===== config.mk =====
export PLATFORM = sky130hd
export DESIGN_NAME = tx_frame_shaper
export DESIGN_NICKNAME = d
export VERILOG_FILES = /design/src/core/tx_shape_pkg.sv /design/src/core/tx_byte_fifo.sv /design/src/core/tx_frame_shaper.sv
export SDC_FILE = /design/constraint.sdc
export NUM_CORES = 1
export LEC_CHECK = 0
export BUFFER_PORTS_ARGS = -buffer_cell sky130_fd_sc_hd__buf_2
export CAP_MARGIN = 25
export CORE_ASPECT_RATIO = 0.75
export CORE_MARGIN = 4
export CORE_UTILIZATION = 55
export CTS_CLUSTER_SIZE = 30
export DETAILED_ROUTE_END_ITERATION = 8
export PLACE_DENSITY_LB_ADDON = 0.2
export SYNTH_ARGS = -nofsm -noshare
export SYNTH_HDL_FRONTEND = slang
export SYNTH_SLANG_ARGS = --single-unit

===== constraint.sdc =====
create_clock -name i_clk -period 2.8 [get_ports i_clk]
set_clock_uncertainty 0.2 [all_clocks]
set_input_delay 0.28 -clock i_clk [delete_from_list [all_inputs] [get_ports i_clk]]
set_output_delay 0.28 -clock i_clk [all_outputs]
set_load 0.03 [all_outputs]

===== src/core/tx_shape_pkg.sv =====
// constants shared by the transmit frame shaping block
package tx_shape_pkg;
  // ---------------------------------------------------------------
  // register map
  // ---------------------------------------------------------------
  localparam logic [7:0] ADDR_LAST_BYTE   = 8'h2e; // tx_last_byte_control
  localparam logic [7:0] ADDR_PULSE_WIDTH = 8'h2f; // tx_pulse_width
  localparam logic [7:0] ADDR_BURST_LEN   = 8'h30; // tx_burst_length

  // field positions
  localparam int GRID_BIT      = 4;
  localparam int SEND_DATA_BIT = 3;
  localparam int LAST_BITS_LSB = 0;
  localparam int SYM1_LSB      = 4;
  localparam int SYM0_LSB      = 0;

  // reset values
  localparam logic [4:0] LAST_BYTE_RST   = 5'h00;
  localparam logic [7:0] PULSE_WIDTH_RST = 8'h00;
  localparam logic [5:0] BURST_LEN_RST   = 6'h00;

  // ---------------------------------------------------------------
  // timing
  // ---------------------------------------------------------------
  localparam int CLK_NS   = 10;
  localparam int ETU_NS   = 9440;           // one bit at the base rate
  localparam int ETU_CLKS = ETU_NS / CLK_NS; // longest time: round down
  localparam int ETU_W    = $clog2(ETU_CLKS);
  localparam int FIFO_DEPTH = 8;

  // burst length in bits, same mapping for both symbol fields
  function automatic logic [8:0] burst_bits(input logic [2:0] code);
    case (code)
      3'h0:    burst_bits = 9'h008;
      3'h1:    burst_bits = 9'h010;
      3'h2:    burst_bits = 9'h020;
      3'h3:    burst_bits = 9'h030;
      3'h4:    burst_bits = 9'h040;
      3'h5:    burst_bits = 9'h060;
      3'h6:    burst_bits = 9'h080;
      default: burst_bits = 9'h100;
    endcase
  endfunction

  typedef enum logic [2:0] {S_IDLE, S_ALIGN, S_BURST, S_START, S_DATA, S_STOP} tx_state_t;
endpackage


===== src/core/tx_byte_fifo.sv =====
// byte buffer between the host data port and the bit shifter
module tx_byte_fifo #(
  parameter int WIDTH = 9,
  parameter int DEPTH = 8
) (
  input  wire logic             i_clk,
  input  wire logic             i_rst_n,
  input  wire logic [WIDTH-1:0] i_in_data,
  input  wire logic             i_in_valid,
  output logic                  o_in_ready,
  output logic [WIDTH-1:0]      o_out_data,
  output logic                  o_out_valid,
  input  wire logic             i_out_ready
);
  localparam int AW = $clog2(DEPTH);
  localparam logic [AW:0] FULL_CNT = (AW+1)'(DEPTH);

  logic [WIDTH-1:0] mem [DEPTH];
  logic [AW-1:0]    wr_ptr_reg;
  logic [AW-1:0]    rd_ptr_reg;
  logic [AW:0]      count_reg;
  logic [AW:0]      count_next;
  logic             push;
  logic             pop;

  // ---------------------------------------------------------------
  // handshakes
  // ---------------------------------------------------------------
  assign push        = i_in_valid && o_in_ready;
  assign pop         = o_out_valid && i_out_ready;
  assign o_out_data  = mem[rd_ptr_reg];
  assign o_out_valid = (count_reg != '0);

  always_comb begin
    count_next = count_reg;
    if (push && !pop) count_next = count_reg + 1'b1;
    else if (pop && !push) count_next = count_reg - 1'b1;
  end

  // storage and pointers; depth is assumed a power of two
  always_ff @(posedge i_clk) begin
    if (push) mem[wr_ptr_reg] <= i_in_data;
  end

  always_ff @(posedge i_clk or negedge i_rst_n) begin
    if (!i_rst_n) begin
      wr_ptr_reg <= '0;
      rd_ptr_reg <= '0;
      count_reg  <= '0;
      o_in_ready <= 1'b1;
    end else begin
      if (push) wr_ptr_reg <= wr_ptr_reg + 1'b1;
      if (pop) rd_ptr_reg <= rd_ptr_reg + 1'b1;
      count_reg  <= count_next;
      o_in_ready <= (count_next != FULL_CNT); // registered so the port comes from a flop
    end
  end
endmodule


===== src/core/tx_frame_shaper.sv =====
// transmit frame shaping: config registers, grid alignment, bit shifter, pulse and burst
// ---------------------------------------------------------------
// transmit frame shaper top
// ---------------------------------------------------------------
// Function
// with grid bit set, transmission starts land on whole ETU boundaries
// send-data clear sends one symbol pattern only; set sends data bytes
// last-byte field gives bit count of final byte, lsb sent first
// last-byte field zero sends all eight bits of final byte
// omitted final-byte bits are the top ones; nothing follows them
// each miller data pulse lasts pulse width plus one clocks
// a pulse is cut off at the end of its bit
// pulse start position within a bit comes from a separate setting
// pulse width used only with miller coding, ignored otherwise
// the same pulse width shapes start and stop symbols
// burst protocols emit unmodulated subcarrier for programmed burst length
// burst level comes from separate burst control, not the length register
// symbol0 codes 0..7 give 8,16,32,48,64,96,128,256 burst bits
// bits 6..4 set symbol1 burst length, bits 2..0 symbol0
// symbol1 field uses the same code mapping as symbol0
// reserved register bits read zero and ignore writes
module tx_frame_shaper
  import tx_shape_pkg::*;
(
  input  wire logic       i_clk,
  input  wire logic       i_rst_n,
  input  wire logic [7:0] i_reg_addr,
  input  wire logic       i_reg_wr,
  input  wire logic [7:0] i_reg_wdata,
  input  wire logic       i_reg_rd,
  output logic [7:0]      o_reg_rdata,
  input  wire logic [7:0] i_tx_byte,
  input  wire logic       i_tx_last,
  input  wire logic       i_tx_valid,
  output logic            o_tx_ready,
  input  wire logic       i_tx_start,
  input  wire logic       i_miller_en,
  input  wire logic [7:0] i_pulse_start_position,
  input  wire logic       i_burst_level,
  input  wire logic       i_symbol_select,
  output logic            o_mod,
  output logic            o_busy,
  output logic            o_tx_done
);
  import tx_shape_pkg::*;

  localparam logic [ETU_W-1:0] ETU_LAST = ETU_W'(ETU_CLKS - 1);

  logic [1:0]       rst_sync_reg;
  logic             rst_n;
  logic [4:0]       last_ctrl_reg;
  logic [7:0]       pulse_width_reg;
  logic [5:0]       burst_len_reg;
  tx_state_t        state_reg;
  tx_state_t        state_next;
  logic [ETU_W-1:0] grid_cnt;
  logic [ETU_W-1:0] bit_cnt;
  logic             bit_end;
  logic [8:0]       burst_cnt;
  logic [8:0]       burst_total_reg;
  logic [7:0]       byte_reg;
  logic             last_reg;
  logic [3:0]       bits_left_reg;
  logic             data_mode_reg;
  logic [8:0]       fifo_dout;
  logic             fifo_valid;
  logic             pop;
  logic             load_byte;
  logic             pulse;
  logic [10:0]      pulse_end;
  logic             mod_next;
  logic [2:0]       last_bits;

  assign last_bits = last_ctrl_reg[LAST_BITS_LSB +: 3];

  // ---------------------------------------------------------------
  // reset release
  // ---------------------------------------------------------------
  // asynchronous assert, release after two edges
  always_ff @(posedge i_clk or negedge i_rst_n) begin
    if (!i_rst_n) rst_sync_reg <= 2'b00;
    else rst_sync_reg <= {rst_sync_reg[0], 1'b1};
  end
  assign rst_n = rst_sync_reg[1];

  // ---------------------------------------------------------------
  // configuration registers
  // ---------------------------------------------------------------
  // reserved bits are simply not stored
  always_ff @(posedge i_clk or negedge rst_n) begin
    if (!rst_n) begin
      last_ctrl_reg   <= LAST_BYTE_RST;
      pulse_width_reg <= PULSE_WIDTH_RST;
      burst_len_reg   <= BURST_LEN_RST;
    end else if (i_reg_wr) begin
      case (i_reg_addr)
        ADDR_LAST_BYTE:   last_ctrl_reg <= i_reg_wdata[4:0];
        ADDR_PULSE_WIDTH: pulse_width_reg <= i_reg_wdata;
        ADDR_BURST_LEN:   burst_len_reg <= {i_reg_wdata[6:4], i_reg_wdata[2:0]};
        default: ;
      endcase
    end
  end

  // read data held until the next read; unmapped addresses answer zero
  always_ff @(posedge i_clk or negedge rst_n) begin
    if (!rst_n) o_reg_rdata <= 8'h00;
    else if (i_reg_rd) begin
      case (i_reg_addr)
        ADDR_LAST_BYTE:   o_reg_rdata <= {3'b000, last_ctrl_reg};
        ADDR_PULSE_WIDTH: o_reg_rdata <= pulse_width_reg;
        ADDR_BURST_LEN:   o_reg_rdata <= {1'b0, burst_len_reg[5:3], 1'b0, burst_len_reg[2:0]};
        default:          o_reg_rdata <= 8'h00;
      endcase
    end
  end

  // ---------------------------------------------------------------
  // byte buffer
  // ---------------------------------------------------------------
  tx_byte_fifo #(
    .WIDTH (9),
    .DEPTH (FIFO_DEPTH)
  ) u_fifo (
    .i_clk       (i_clk),
    .i_rst_n     (rst_n),
    .i_in_data   ({i_tx_last, i_tx_byte}),
    .i_in_valid  (i_tx_valid),
    .o_in_ready  (o_tx_ready),
    .o_out_data  (fifo_dout),
    .o_out_valid (fifo_valid),
    .i_out_ready (pop)
  );

  // ---------------------------------------------------------------
  // timing counters
  // ---------------------------------------------------------------
  // free running ETU grid; bit counter restarts at every transmission start
  assign bit_end = (bit_cnt == ETU_LAST);

  always_ff @(posedge i_clk or negedge rst_n) begin
    if (!rst_n) grid_cnt <= '0;
    else grid_cnt <= (grid_cnt == ETU_LAST) ? '0 : grid_cnt + 1'b1;
  end

  always_ff @(posedge i_clk or negedge rst_n) begin
    if (!rst_n) bit_cnt <= '0;
    else if (state_reg == S_IDLE || state_reg == S_ALIGN || bit_end) bit_cnt <= '0;
    else bit_cnt <= bit_cnt + 1'b1;
  end

  // ---------------------------------------------------------------
  // sequencer
  // ---------------------------------------------------------------
  // a byte is fetched after the start symbol and after each non-final byte
  assign load_byte = bit_end && ((state_reg == S_START) ||
                     (state_reg == S_DATA && bits_left_reg == 4'd1 && !last_reg));
  assign pop = load_byte && fifo_valid;

  always_comb begin
    state_next = state_reg;
    case (state_reg)
      S_IDLE: begin
        if (i_tx_start) begin
          if (last_ctrl_reg[GRID_BIT]) state_next = S_ALIGN;
          else state_next = last_ctrl_reg[SEND_DATA_BIT] ? S_START : S_BURST;
        end
      end
      S_ALIGN: begin
        // leave only on the grid wrap so the first active cycle sits on a boundary
        if (grid_cnt == ETU_LAST) state_next = data_mode_reg ? S_START : S_BURST;
      end
      S_BURST: if (bit_end && burst_cnt == burst_total_reg - 9'd1) state_next = S_IDLE;
      S_START: if (bit_end) state_next = fifo_valid ? S_DATA : S_STOP;
      S_DATA: begin
        if (bit_end && bits_left_reg == 4'd1) begin
          if (last_reg || !fifo_valid) state_next = S_STOP;
        end
      end
      S_STOP:  if (bit_end) state_next = S_IDLE;
      default: state_next = S_IDLE;
    endcase
  end

  always_ff @(posedge i_clk or negedge rst_n) begin
    if (!rst_n) state_reg <= S_IDLE;
    else state_reg <= state_next;
  end

  // mode and burst length are frozen at the start request
  always_ff @(posedge i_clk or negedge rst_n) begin
    if (!rst_n) begin
      data_mode_reg   <= 1'b0;
      burst_total_reg <= 9'h008;
    end else if (state_reg == S_IDLE && i_tx_start) begin
      data_mode_reg   <= last_ctrl_reg[SEND_DATA_BIT];
      burst_total_reg <= i_symbol_select ? burst_bits(burst_len_reg[5:3])
                                         : burst_bits(burst_len_reg[2:0]);
    end
  end

  always_ff @(posedge i_clk or negedge rst_n) begin
    if (!rst_n) burst_cnt <= '0;
    else if (state_reg != S_BURST) burst_cnt <= '0;
    else if (bit_end) burst_cnt <= burst_cnt + 9'd1;
  end

  // ---------------------------------------------------------------
  // bit shifter, lsb first
  // ---------------------------------------------------------------
  always_ff @(posedge i_clk or negedge rst_n) begin
    if (!rst_n) begin
      byte_reg      <= 8'h00;
      last_reg      <= 1'b0;
      bits_left_reg <= 4'd0;
    end else if (pop) begin
      byte_reg <= fifo_dout[7:0];
      last_reg <= fifo_dout[8];
      if (fifo_dout[8] && last_bits != 3'd0) bits_left_reg <= {1'b0, last_bits};
      else bits_left_reg <= 4'd8;
    end else if (state_reg == S_DATA && bit_end) begin
      byte_reg      <= {1'b0, byte_reg[7:1]};
      bits_left_reg <= bits_left_reg - 4'd1;
    end
  end

  // ---------------------------------------------------------------
  // modulation
  // ---------------------------------------------------------------
  // pulse window is bounded by the bit counter wrap, so it never spills over
  assign pulse_end = 11'(i_pulse_start_position) + 11'(pulse_width_reg) + 11'd1;
  assign pulse = (11'(bit_cnt) >= 11'(i_pulse_start_position)) && (11'(bit_cnt) < pulse_end);

  always_comb begin
    case (state_reg)
      S_BURST:         mod_next = i_burst_level;
      S_START, S_STOP: mod_next = i_miller_en ? pulse : 1'b1;
      S_DATA:          mod_next = i_miller_en ? (pulse && byte_reg[0]) : byte_reg[0];
      default:         mod_next = 1'b0;
    endcase
  end

  always_ff @(posedge i_clk or negedge rst_n) begin
    if (!rst_n) begin
      o_mod     <= 1'b0;
      o_busy    <= 1'b0;
      o_tx_done <= 1'b0;
    end else begin
      o_mod     <= mod_next;
      o_busy    <= (state_next != S_IDLE);
      o_tx_done <= (state_reg != S_IDLE && state_reg != S_ALIGN && state_next == S_IDLE);
    end
  end

  // ---------------------------------------------------------------
  // checks
  // ---------------------------------------------------------------
  property p_grid_start;
    @(posedge i_clk) disable iff (!rst_n)
    (state_reg == S_ALIGN && grid_cnt == ETU_LAST) |=> (state_reg != S_ALIGN && grid_cnt == '0);
  endproperty
  a_grid_start: assert property (p_grid_start) else $error("start off the ETU grid");

  property p_mode_path;
    @(posedge i_clk) disable iff (!rst_n)
    (state_reg == S_DATA |-> data_mode_reg) and (state_reg == S_BURST |-> !data_mode_reg);
  endproperty
  a_mode_path: assert property (p_mode_path) else $error("data or symbol path in wrong mode");

  property p_last_count;
    @(posedge i_clk) disable iff (!rst_n)
    (pop && fifo_dout[8] && last_bits != 3'd0) |=> bits_left_reg == {1'b0, $past(last_bits)};
  endproperty
  a_last_count: assert property (p_last_count) else $error("final byte bit count wrong");

  property p_last_full;
    @(posedge i_clk) disable iff (!rst_n)
    (pop && (!fifo_dout[8] || last_bits == 3'd0)) |=> bits_left_reg == 4'd8;
  endproperty
  a_last_full: assert property (p_last_full) else $error("full byte not eight bits");

  property p_last_stop;
    @(posedge i_clk) disable iff (!rst_n)
    (state_reg == S_DATA && last_reg && bits_left_reg == 4'd1 && bit_end) |=> state_reg == S_STOP;
  endproperty
  a_last_stop: assert property (p_last_stop) else $error("bits sent after final bit");

  property p_pulse_len;
    @(posedge i_clk) disable iff (!rst_n)
    (i_miller_en && state_reg == S_START && $past(state_reg) == S_START && $fell(pulse)
      && $past(bit_cnt) != ETU_LAST) |-> 11'($past(bit_cnt)) + 11'd1 == $past(pulse_end);
  endproperty
  a_pulse_len: assert property (p_pulse_len) else $error("pulse length not width plus one");

  property p_pulse_cut;
    @(posedge i_clk) disable iff (!rst_n)
    // a zero start position opens the next bit's own pulse at once, which is not a spill-over
    (state_reg == S_START && bit_end && i_pulse_start_position != 8'h00) |=> !pulse;
  endproperty
  a_pulse_cut: assert property (p_pulse_cut) else $error("pulse crossed bit end");

  property p_plain_coding;
    @(posedge i_clk) disable iff (!rst_n)
    (!i_miller_en && state_reg == S_DATA) |=> o_mod == $past(byte_reg[0]);
  endproperty
  a_plain_coding: assert property (p_plain_coding) else $error("width applied outside miller");

  property p_burst_level;
    @(posedge i_clk) disable iff (!rst_n)
    state_reg == S_BURST |=> o_mod == $past(i_burst_level);
  endproperty
  a_burst_level: assert property (p_burst_level) else $error("burst level wrong");

  property p_burst_table;
    @(posedge i_clk) disable iff (!rst_n)
    (state_reg == S_IDLE && i_tx_start && i_symbol_select)
      |=> burst_total_reg == burst_bits($past(burst_len_reg[5:3]));
  endproperty
  a_burst_table: assert property (p_burst_table) else $error("symbol1 burst length wrong");

  property p_reserved;
    @(posedge i_clk) disable iff (!rst_n)
    (i_reg_rd && i_reg_addr == ADDR_BURST_LEN) |=> (o_reg_rdata[7] == 1'b0 && o_reg_rdata[3] == 1'b0);
  endproperty
  a_reserved: assert property (p_reserved) else $error("reserved bit reads one");
endmodule


# Yosys cells after proc, flatten, opt, wreduce, memory -nomap -nowiden
# Memories as Yosys holds them, arrays and structs flattened.
# Index checks and enable logic that the tools add are counted.
[word_totals] ff_bits=98 ramBits=72 inputBits=42 out_inout_bits=12 word_cells=133 memories=1
[mem_list] memory="u_fifo.mem" words=8 width=9 read_ports=1 rd_clocked_by_memory_dff=0 write_ports=1 line="tx_byte_fifo.sv:18" rtl="logic [WIDTH-1:0] mem [DEPTH];"
[classes] n_addsub=11 magnitude_cmp=2 n_eq_ne=27 mux=32 reduce_logical=39
[ops] cell="one-hot mux 9 bit (7 select lines)" count=2
[ops] cell="2-to-1 mux 9 bit" count=3
[ops] cell="== test 3 bit (second input constant)" count=8
[ops] cell="== test 8 x 6 -> 1 bit (second input constant)" count=3
[ops] cell="one-hot mux 8 bit (3 select lines)" count=1
[ops] cell="2-to-1 mux 3 bit" count=7
[ops] cell="adder 10 x 1 -> 10 bit (second input constant)" count=2
[ops] cell="== test 10 bit (second input constant)" count=2
[ops] cell="2-to-1 mux 10 bit" count=2
[ops] cell="2-to-1 mux 4 bit" count=5
[ops] cell="== test 3 x 2 -> 1 bit (second input constant)" count=6
[ops] cell="one-hot mux 3 bit (6 select lines)" count=1
[ops] cell="logical AND 1 bit" count=17
[ops] cell="2-to-1 mux 8 bit" count=2
[ops] cell="zero test 3 bit" count=4
[ops] cell="adder 9 x 1 -> 10 bit (second input constant)" count=1
[ops] cell="greater-or-equal comparator 10 x 8 -> 1 bit" count=1
[ops] cell="< comparator 10 bit" count=1
[ops] cell="adder 8 x 8 -> 9 bit" count=1
[ops] cell="adder 9 x 1 -> 9 bit (second input constant)" count=1
[ops] cell="== test 3 x 1 -> 1 bit (second input constant)" count=3
[ops] cell="== test 9 bit" count=1
[ops] cell="nonzero test 3 bit" count=3
[ops] cell="subtractor 9 x 1 -> 9 bit (second input constant)" count=1
[ops] cell="other kinds (16)" count=33

# Depth between registers and ports, before layout
[depth] ltp_word=11 ltp_mapped=13

# Cells and area by module
# Synthesis repeated with hierarchy kept, for this count alone.
[unflattened] cells_unflattened=647 area_unflattened_um2=8164.1
[modules_own_cells] mod="tx_frame_shaper" n_inst=1 cells_per_inst=477 area_per_inst_um2=4819.6
[modules_own_cells] mod="tx_byte_fifo" n_inst=1 cells_per_inst=170 area_per_inst_um2=3344.5

# Worst setup path after synthesis
# OpenSTA, ideal clock, no wires.
[synth_path] kind="reg-to-reg" start="register pulse_width_reg[0]" end="register o_mod" arrival_time_ns=2.305 t_required_ns=2.513 slack_ns=0.208 stages_incl_launch_ff=14 n_path_buf=0 cell_sequence="dfrtp_1 inv_1 ha_1 fa_1 nor2b_1 o21ai_0 nand2b_1 a21o_1 a21o_1 a31oi_1 ha_1 a2111oi_0 o21ai_0 a22oi_1"
[synth_via] elab_chain_cells=7 elab_cells_between_ends=8
[synth_lines] item="start, declared" line="tx_frame_shaper.sv:52" rtl="logic [7:0] pulse_width_reg;"
[synth_lines] item="start signal, assigned" line="tx_frame_shaper.sv:98" rtl="ADDR_PULSE_WIDTH: pulse_width_reg <= i_reg_wdata;"
[synth_lines] item="adder 8 x 8 -> 9 bit (*)" line="tx_frame_shaper.sv:231" rtl="assign pulse_end = 11'(i_pulse_start_position) + 11'(pulse_width_reg) + 11'd1;"
[synth_lines] item="adder 9 x 1 -> 10 bit (*)" line="tx_frame_shaper.sv:231"
[synth_lines] item="< comparator 10 bit (*)" line="tx_frame_shaper.sv:232" rtl="assign pulse = (11'(bit_cnt) >= 11'(i_pulse_start_position)) && (11'(bit_cnt) < pulse_end);"
[synth_lines] item="logical AND 1 bit (*)" line="tx_frame_shaper.sv:232"
[synth_lines] item="logical AND 1 bit" line="tx_frame_shaper.sv:238" rtl="S_DATA: mod_next = i_miller_en ? (pulse && byte_reg[0]) : byte_reg[0];"
[synth_lines] item="2-to-1 mux 1 bit" line="tx_frame_shaper.sv:238"
[synth_lines] item="one-hot mux 1 bit (3 select lines) (*)" line="tx_frame_shaper.sv:235" rtl="case (state_reg)"
[synth_lines] item="net mod_next" line="tx_frame_shaper.sv:71" rtl="logic mod_next;"
[synth_lines] item="end signal, assigned" line="tx_frame_shaper.sv:249" rtl="o_mod <= mod_next;"
[synth_lines] item="end, declared" line="tx_frame_shaper.sv:41" rtl="output logic o_mod,"
# Mark *: on every way through the listed nets, which the timed path passes. The rest lies on a longest branch.
# A chain may end at the register's enable or synchronous reset.

# Worst setup path after layout
[layout_path] start="register pulse_width_reg[5]" end="register o_mod"
# The elaborated chain is that of the path after synthesis.

==> flow_metrics.tcl <==
set metrics [dict create \
    status "complete, no violations" \
    grt_antenna_before_repair 0 \
    utilization_pct 68.0 \
    cts-root-buf "clkbuf_16" \
    clock_sinks 167 \
    antenna_left 0 \
    cts_max_level 4 \
    tightestPinTransition_ns 0.661 \
    regMostFlops "u_fifo.mem" \
    reg.largest.list "u_fifo.mem (72), bit_cnt (10), grid_cnt (10)" \
    io_pins 54 \
    place_area_mm2 0.00866 \
    grt_pass1_vias 5540 \
    r2r_slack_ns 0.06 \
    maxCapViolCount 0 \
    route.detailed.drc 0 \
    fp.coreArea_mm2 0.0140 \
    critPathLaunchType "register" \
    reg2reg_from "pulse_width_reg[5]" \
    fp-row-count 37 \
    ir_drop_mv 0.477 \
    hpwl_mm 11.7 \
    area_delta_synth_final_pct 18.6 \
    synth_top_family_by_area "simple AND/OR/NAND/NOR gates" \
    cts_buffer_depth 2 \
    fin_area_mm2 0.00954 \
    grt_pass1_wl_mm 27.9 \
    fin_crit_sh_pct 97.8 \
    viasPerCell 5.70 \
    r2r-end "o_mod" \
    arrival_ns 2.88 \
    worstPathMaxFanout 3 \
    cts_made_buffers 17 \
    start_util_pct 57.3 \
    routedWlPerCell_um 17.6 \
    ff2ff_path_depth 9 \
    synth-async-reset-ratio_pct 56.9 \
    slew_headroom_pct 55.6 \
    rsz0062_at_grt "yes" \
    numPortBuffers 53 \
    p_total_mw 6.38 \
    vias 5447 \
    fin_nets 826 \
    worst-path-buf-inv 0 \
    die_x_um 148 \
    cts_tree "built" \
    ys_warn_count 0 \
    synth_seq_area_share_pct 56.5 \
    synth_most_common_cell "dfrtp_1" \
    synth_xor_area_share_pct 4.45 \
    path_delay_family "compound AO/OA/AOI/OAI gates" \
    drive_above_1_share_pct 23.5 \
    leakagePower_nw 4.02 \
    required_ns 2.94 \
    path_cells "ha_1, or2_2, a21oi_2, a31oi_2, xnor2_1, ha_1, a2111oi_4, o21ai_1, a22oi_1" \
    finalSetupViolations 0 \
    clk_pin_slew_ns 0.07 \
    num-fill-cells 1004 \
    die_area_mm2 0.0166 \
    hold_viol_final 0 \
    synth_compound_area_share_pct 9.23 \
    chipHeight_um 113 \
    startpoint "pulse_width_reg[5]" \
    syn_nets 724 \
    end_kind "register" \
    synthTopCellsByCount "dfrtp_1, edfxtp_1, nor2_1" \
    grtUsageTotal_pct 21.2 \
    timing.critical_path.mode_cell "ha_1" \
    ys_types 65 \
    clock_latency_ns 0.42 \
    crit_type "reg -> reg" \
    syn_inst 646 \
    drt-initial-drc-count 482 \
    fin_crit_ns 2.74 \
    synth_top_cell_area_share_pct 28.9 \
    hp-start "i_miller_en" \
    grt_max_degree 59 \
    yosys-top-cells-area "dfrtp_1, edfxtp_1, ha_1" \
    drt_wl_total_mm 16.8 \
    synth.avg_cell_area_um2 12.4 \
    routabilityCongestion 0.918 \
    largest_reg_flops 72 \
    synthMuxAreaShare_pct 9.24 \
    diodes 0 \
    hold_path.class "in -> reg" \
    place_inst 897 \
    syn_area_mm2 0.00804 \
    first_pass_iters 8 \
    synthSimpleGateAreaFrac_pct 12.2 \
    synth_edf_count 72 \
    synthAdderAreaFrac_pct 5.69 \
    crit_end "o_mod" \
    slowest_delay_ns 0.46 \
    max_freq_mhz 365 \
    cp_slowest_cell "dfrtp_2" \
    ys_ff_latch 167 \
    crit_cells 9 \
    slew_violations 0 \
    power_density_mw_per_mm2 669 \
    synth_area_leader_cell "dfrtp_1" \
    overflow 0 \
    final_cell_count_no_fill 956 \
    synthFlopType "dfrtp_1" \
]
==> worst min path at each step <==
stage | to | cells past startpoint
2_1_floorplan | rst_sync_reg[0] | 0
3_3_place_gp | rst_sync_reg[0] | 1
3_5_place_dp | rst_sync_reg[0] | 1
4_1_cts | o_mod | 4
5_1_grt | o_mod | 4
6_report | o_mod | 4
==> worst register-to-register path, cell delays in order, from the launching register on <==
cell       delay [ns]
dfrtp_2          0.46
ha_1             0.33
or2_2            0.32
a21oi_2          0.15
a31oi_2          0.05
xnor2_1          0.14
ha_1             0.36
a2111oi_4        0.35
o21ai_1          0.11
a22oi_1          0.18
==> metrics by stage <==
step | hold WS (ns) | setup TNS, ns | setup WS [ns]
finish | 0.0416 | 0 | 0.0602
global route | 0.0468 | -0.0972 | -0.0972
CTS | 0.0301 | 0 | 0.0118
detailed placement | -0.131 | -0.0521 | -0.0521
global placement | -0.131 | 0 | 0.0362
floorplan | -0.216 | 0 | 0.208
==> cells by family (layout without fill, tap and decap cells) <==
kind of cell             Yosys count  in the layout
AO/OA/AOI/OAI                    114            114
AND/OR/NAND/NOR                  183            183
multiplexers                      49             49
adder cells (fa/ha/maj)           36             36
flip-flops                       167            167
XOR/XNOR                          40             40
other                              1              1
buffers and inverters             56            171
==> power by group <==
part / leakage (nW) / switching (mW) / internal (mW)
sequential: 1.87 / 0.245 / 2.86
clock: 0.282 / 1.06 / 1.19
combinational: 1.87 / 0.542 / 0.490
total: 4.02 / 1.85 / 4.53
==> placed cells by master, fill, tap and decap left out, drive strengths merged, types with 6 or more instances in the layout <==
cell / instances
edfxtp: 72
xnor2: 22
or3: 9
mux4: 18
nor2b: 13
clkbuf: 17
dlygate4sd3: 21
inv: 47
nand2b: 10
nand2: 38
dfrtp: 93
and3: 7
xor2: 18
o211ai: 7
a211oi: 8
nor4: 6
o22ai: 9
o21ai: 24
nand3: 20
nor3: 11
ha: 35
a31oi: 10
buf: 81
mux2i: 9
mux2: 22
a21oi: 27
nor2: 48
==> repair_timing <==
item | in CTS | in global routing
setup endpoints to repair | 1 | 1
setup buffers | 1 | 5
hold endpoints to repair | 102 | 0
resized for setup | 2 | 13
pin swaps | 0 | 9
hold buffers | 21 | 0
==> layout make-up <==
type / count / area, µm² / area share, %
Tap cell: 195 / 244 / 2.56
Multi-Input combinational cell: 423 / 3330 / 35.0
Clock buffer: 17 / 425 / 4.46
Sequential cell: 167 / 4550 / 47.7
Timing Repair Buffer: 102 / 698 / 7.32
Clock inverter: 15 / 146 / 1.54
Inverter: 37 / 139 / 1.46
==> metal layers <==
metal  track usage, %  part of all wire [%]  wire length (µm)  vias up
met5                0                     0                 0        -
met4             4.78                  0.90               152        0
met3             4.92                   5.3               886       18
met2             31.9                    46              7680      129
met1             31.9                    48              8100     2705
li1                 -                     -                 -     2595
No activity file was read; power rests on OpenSTA's default activity.
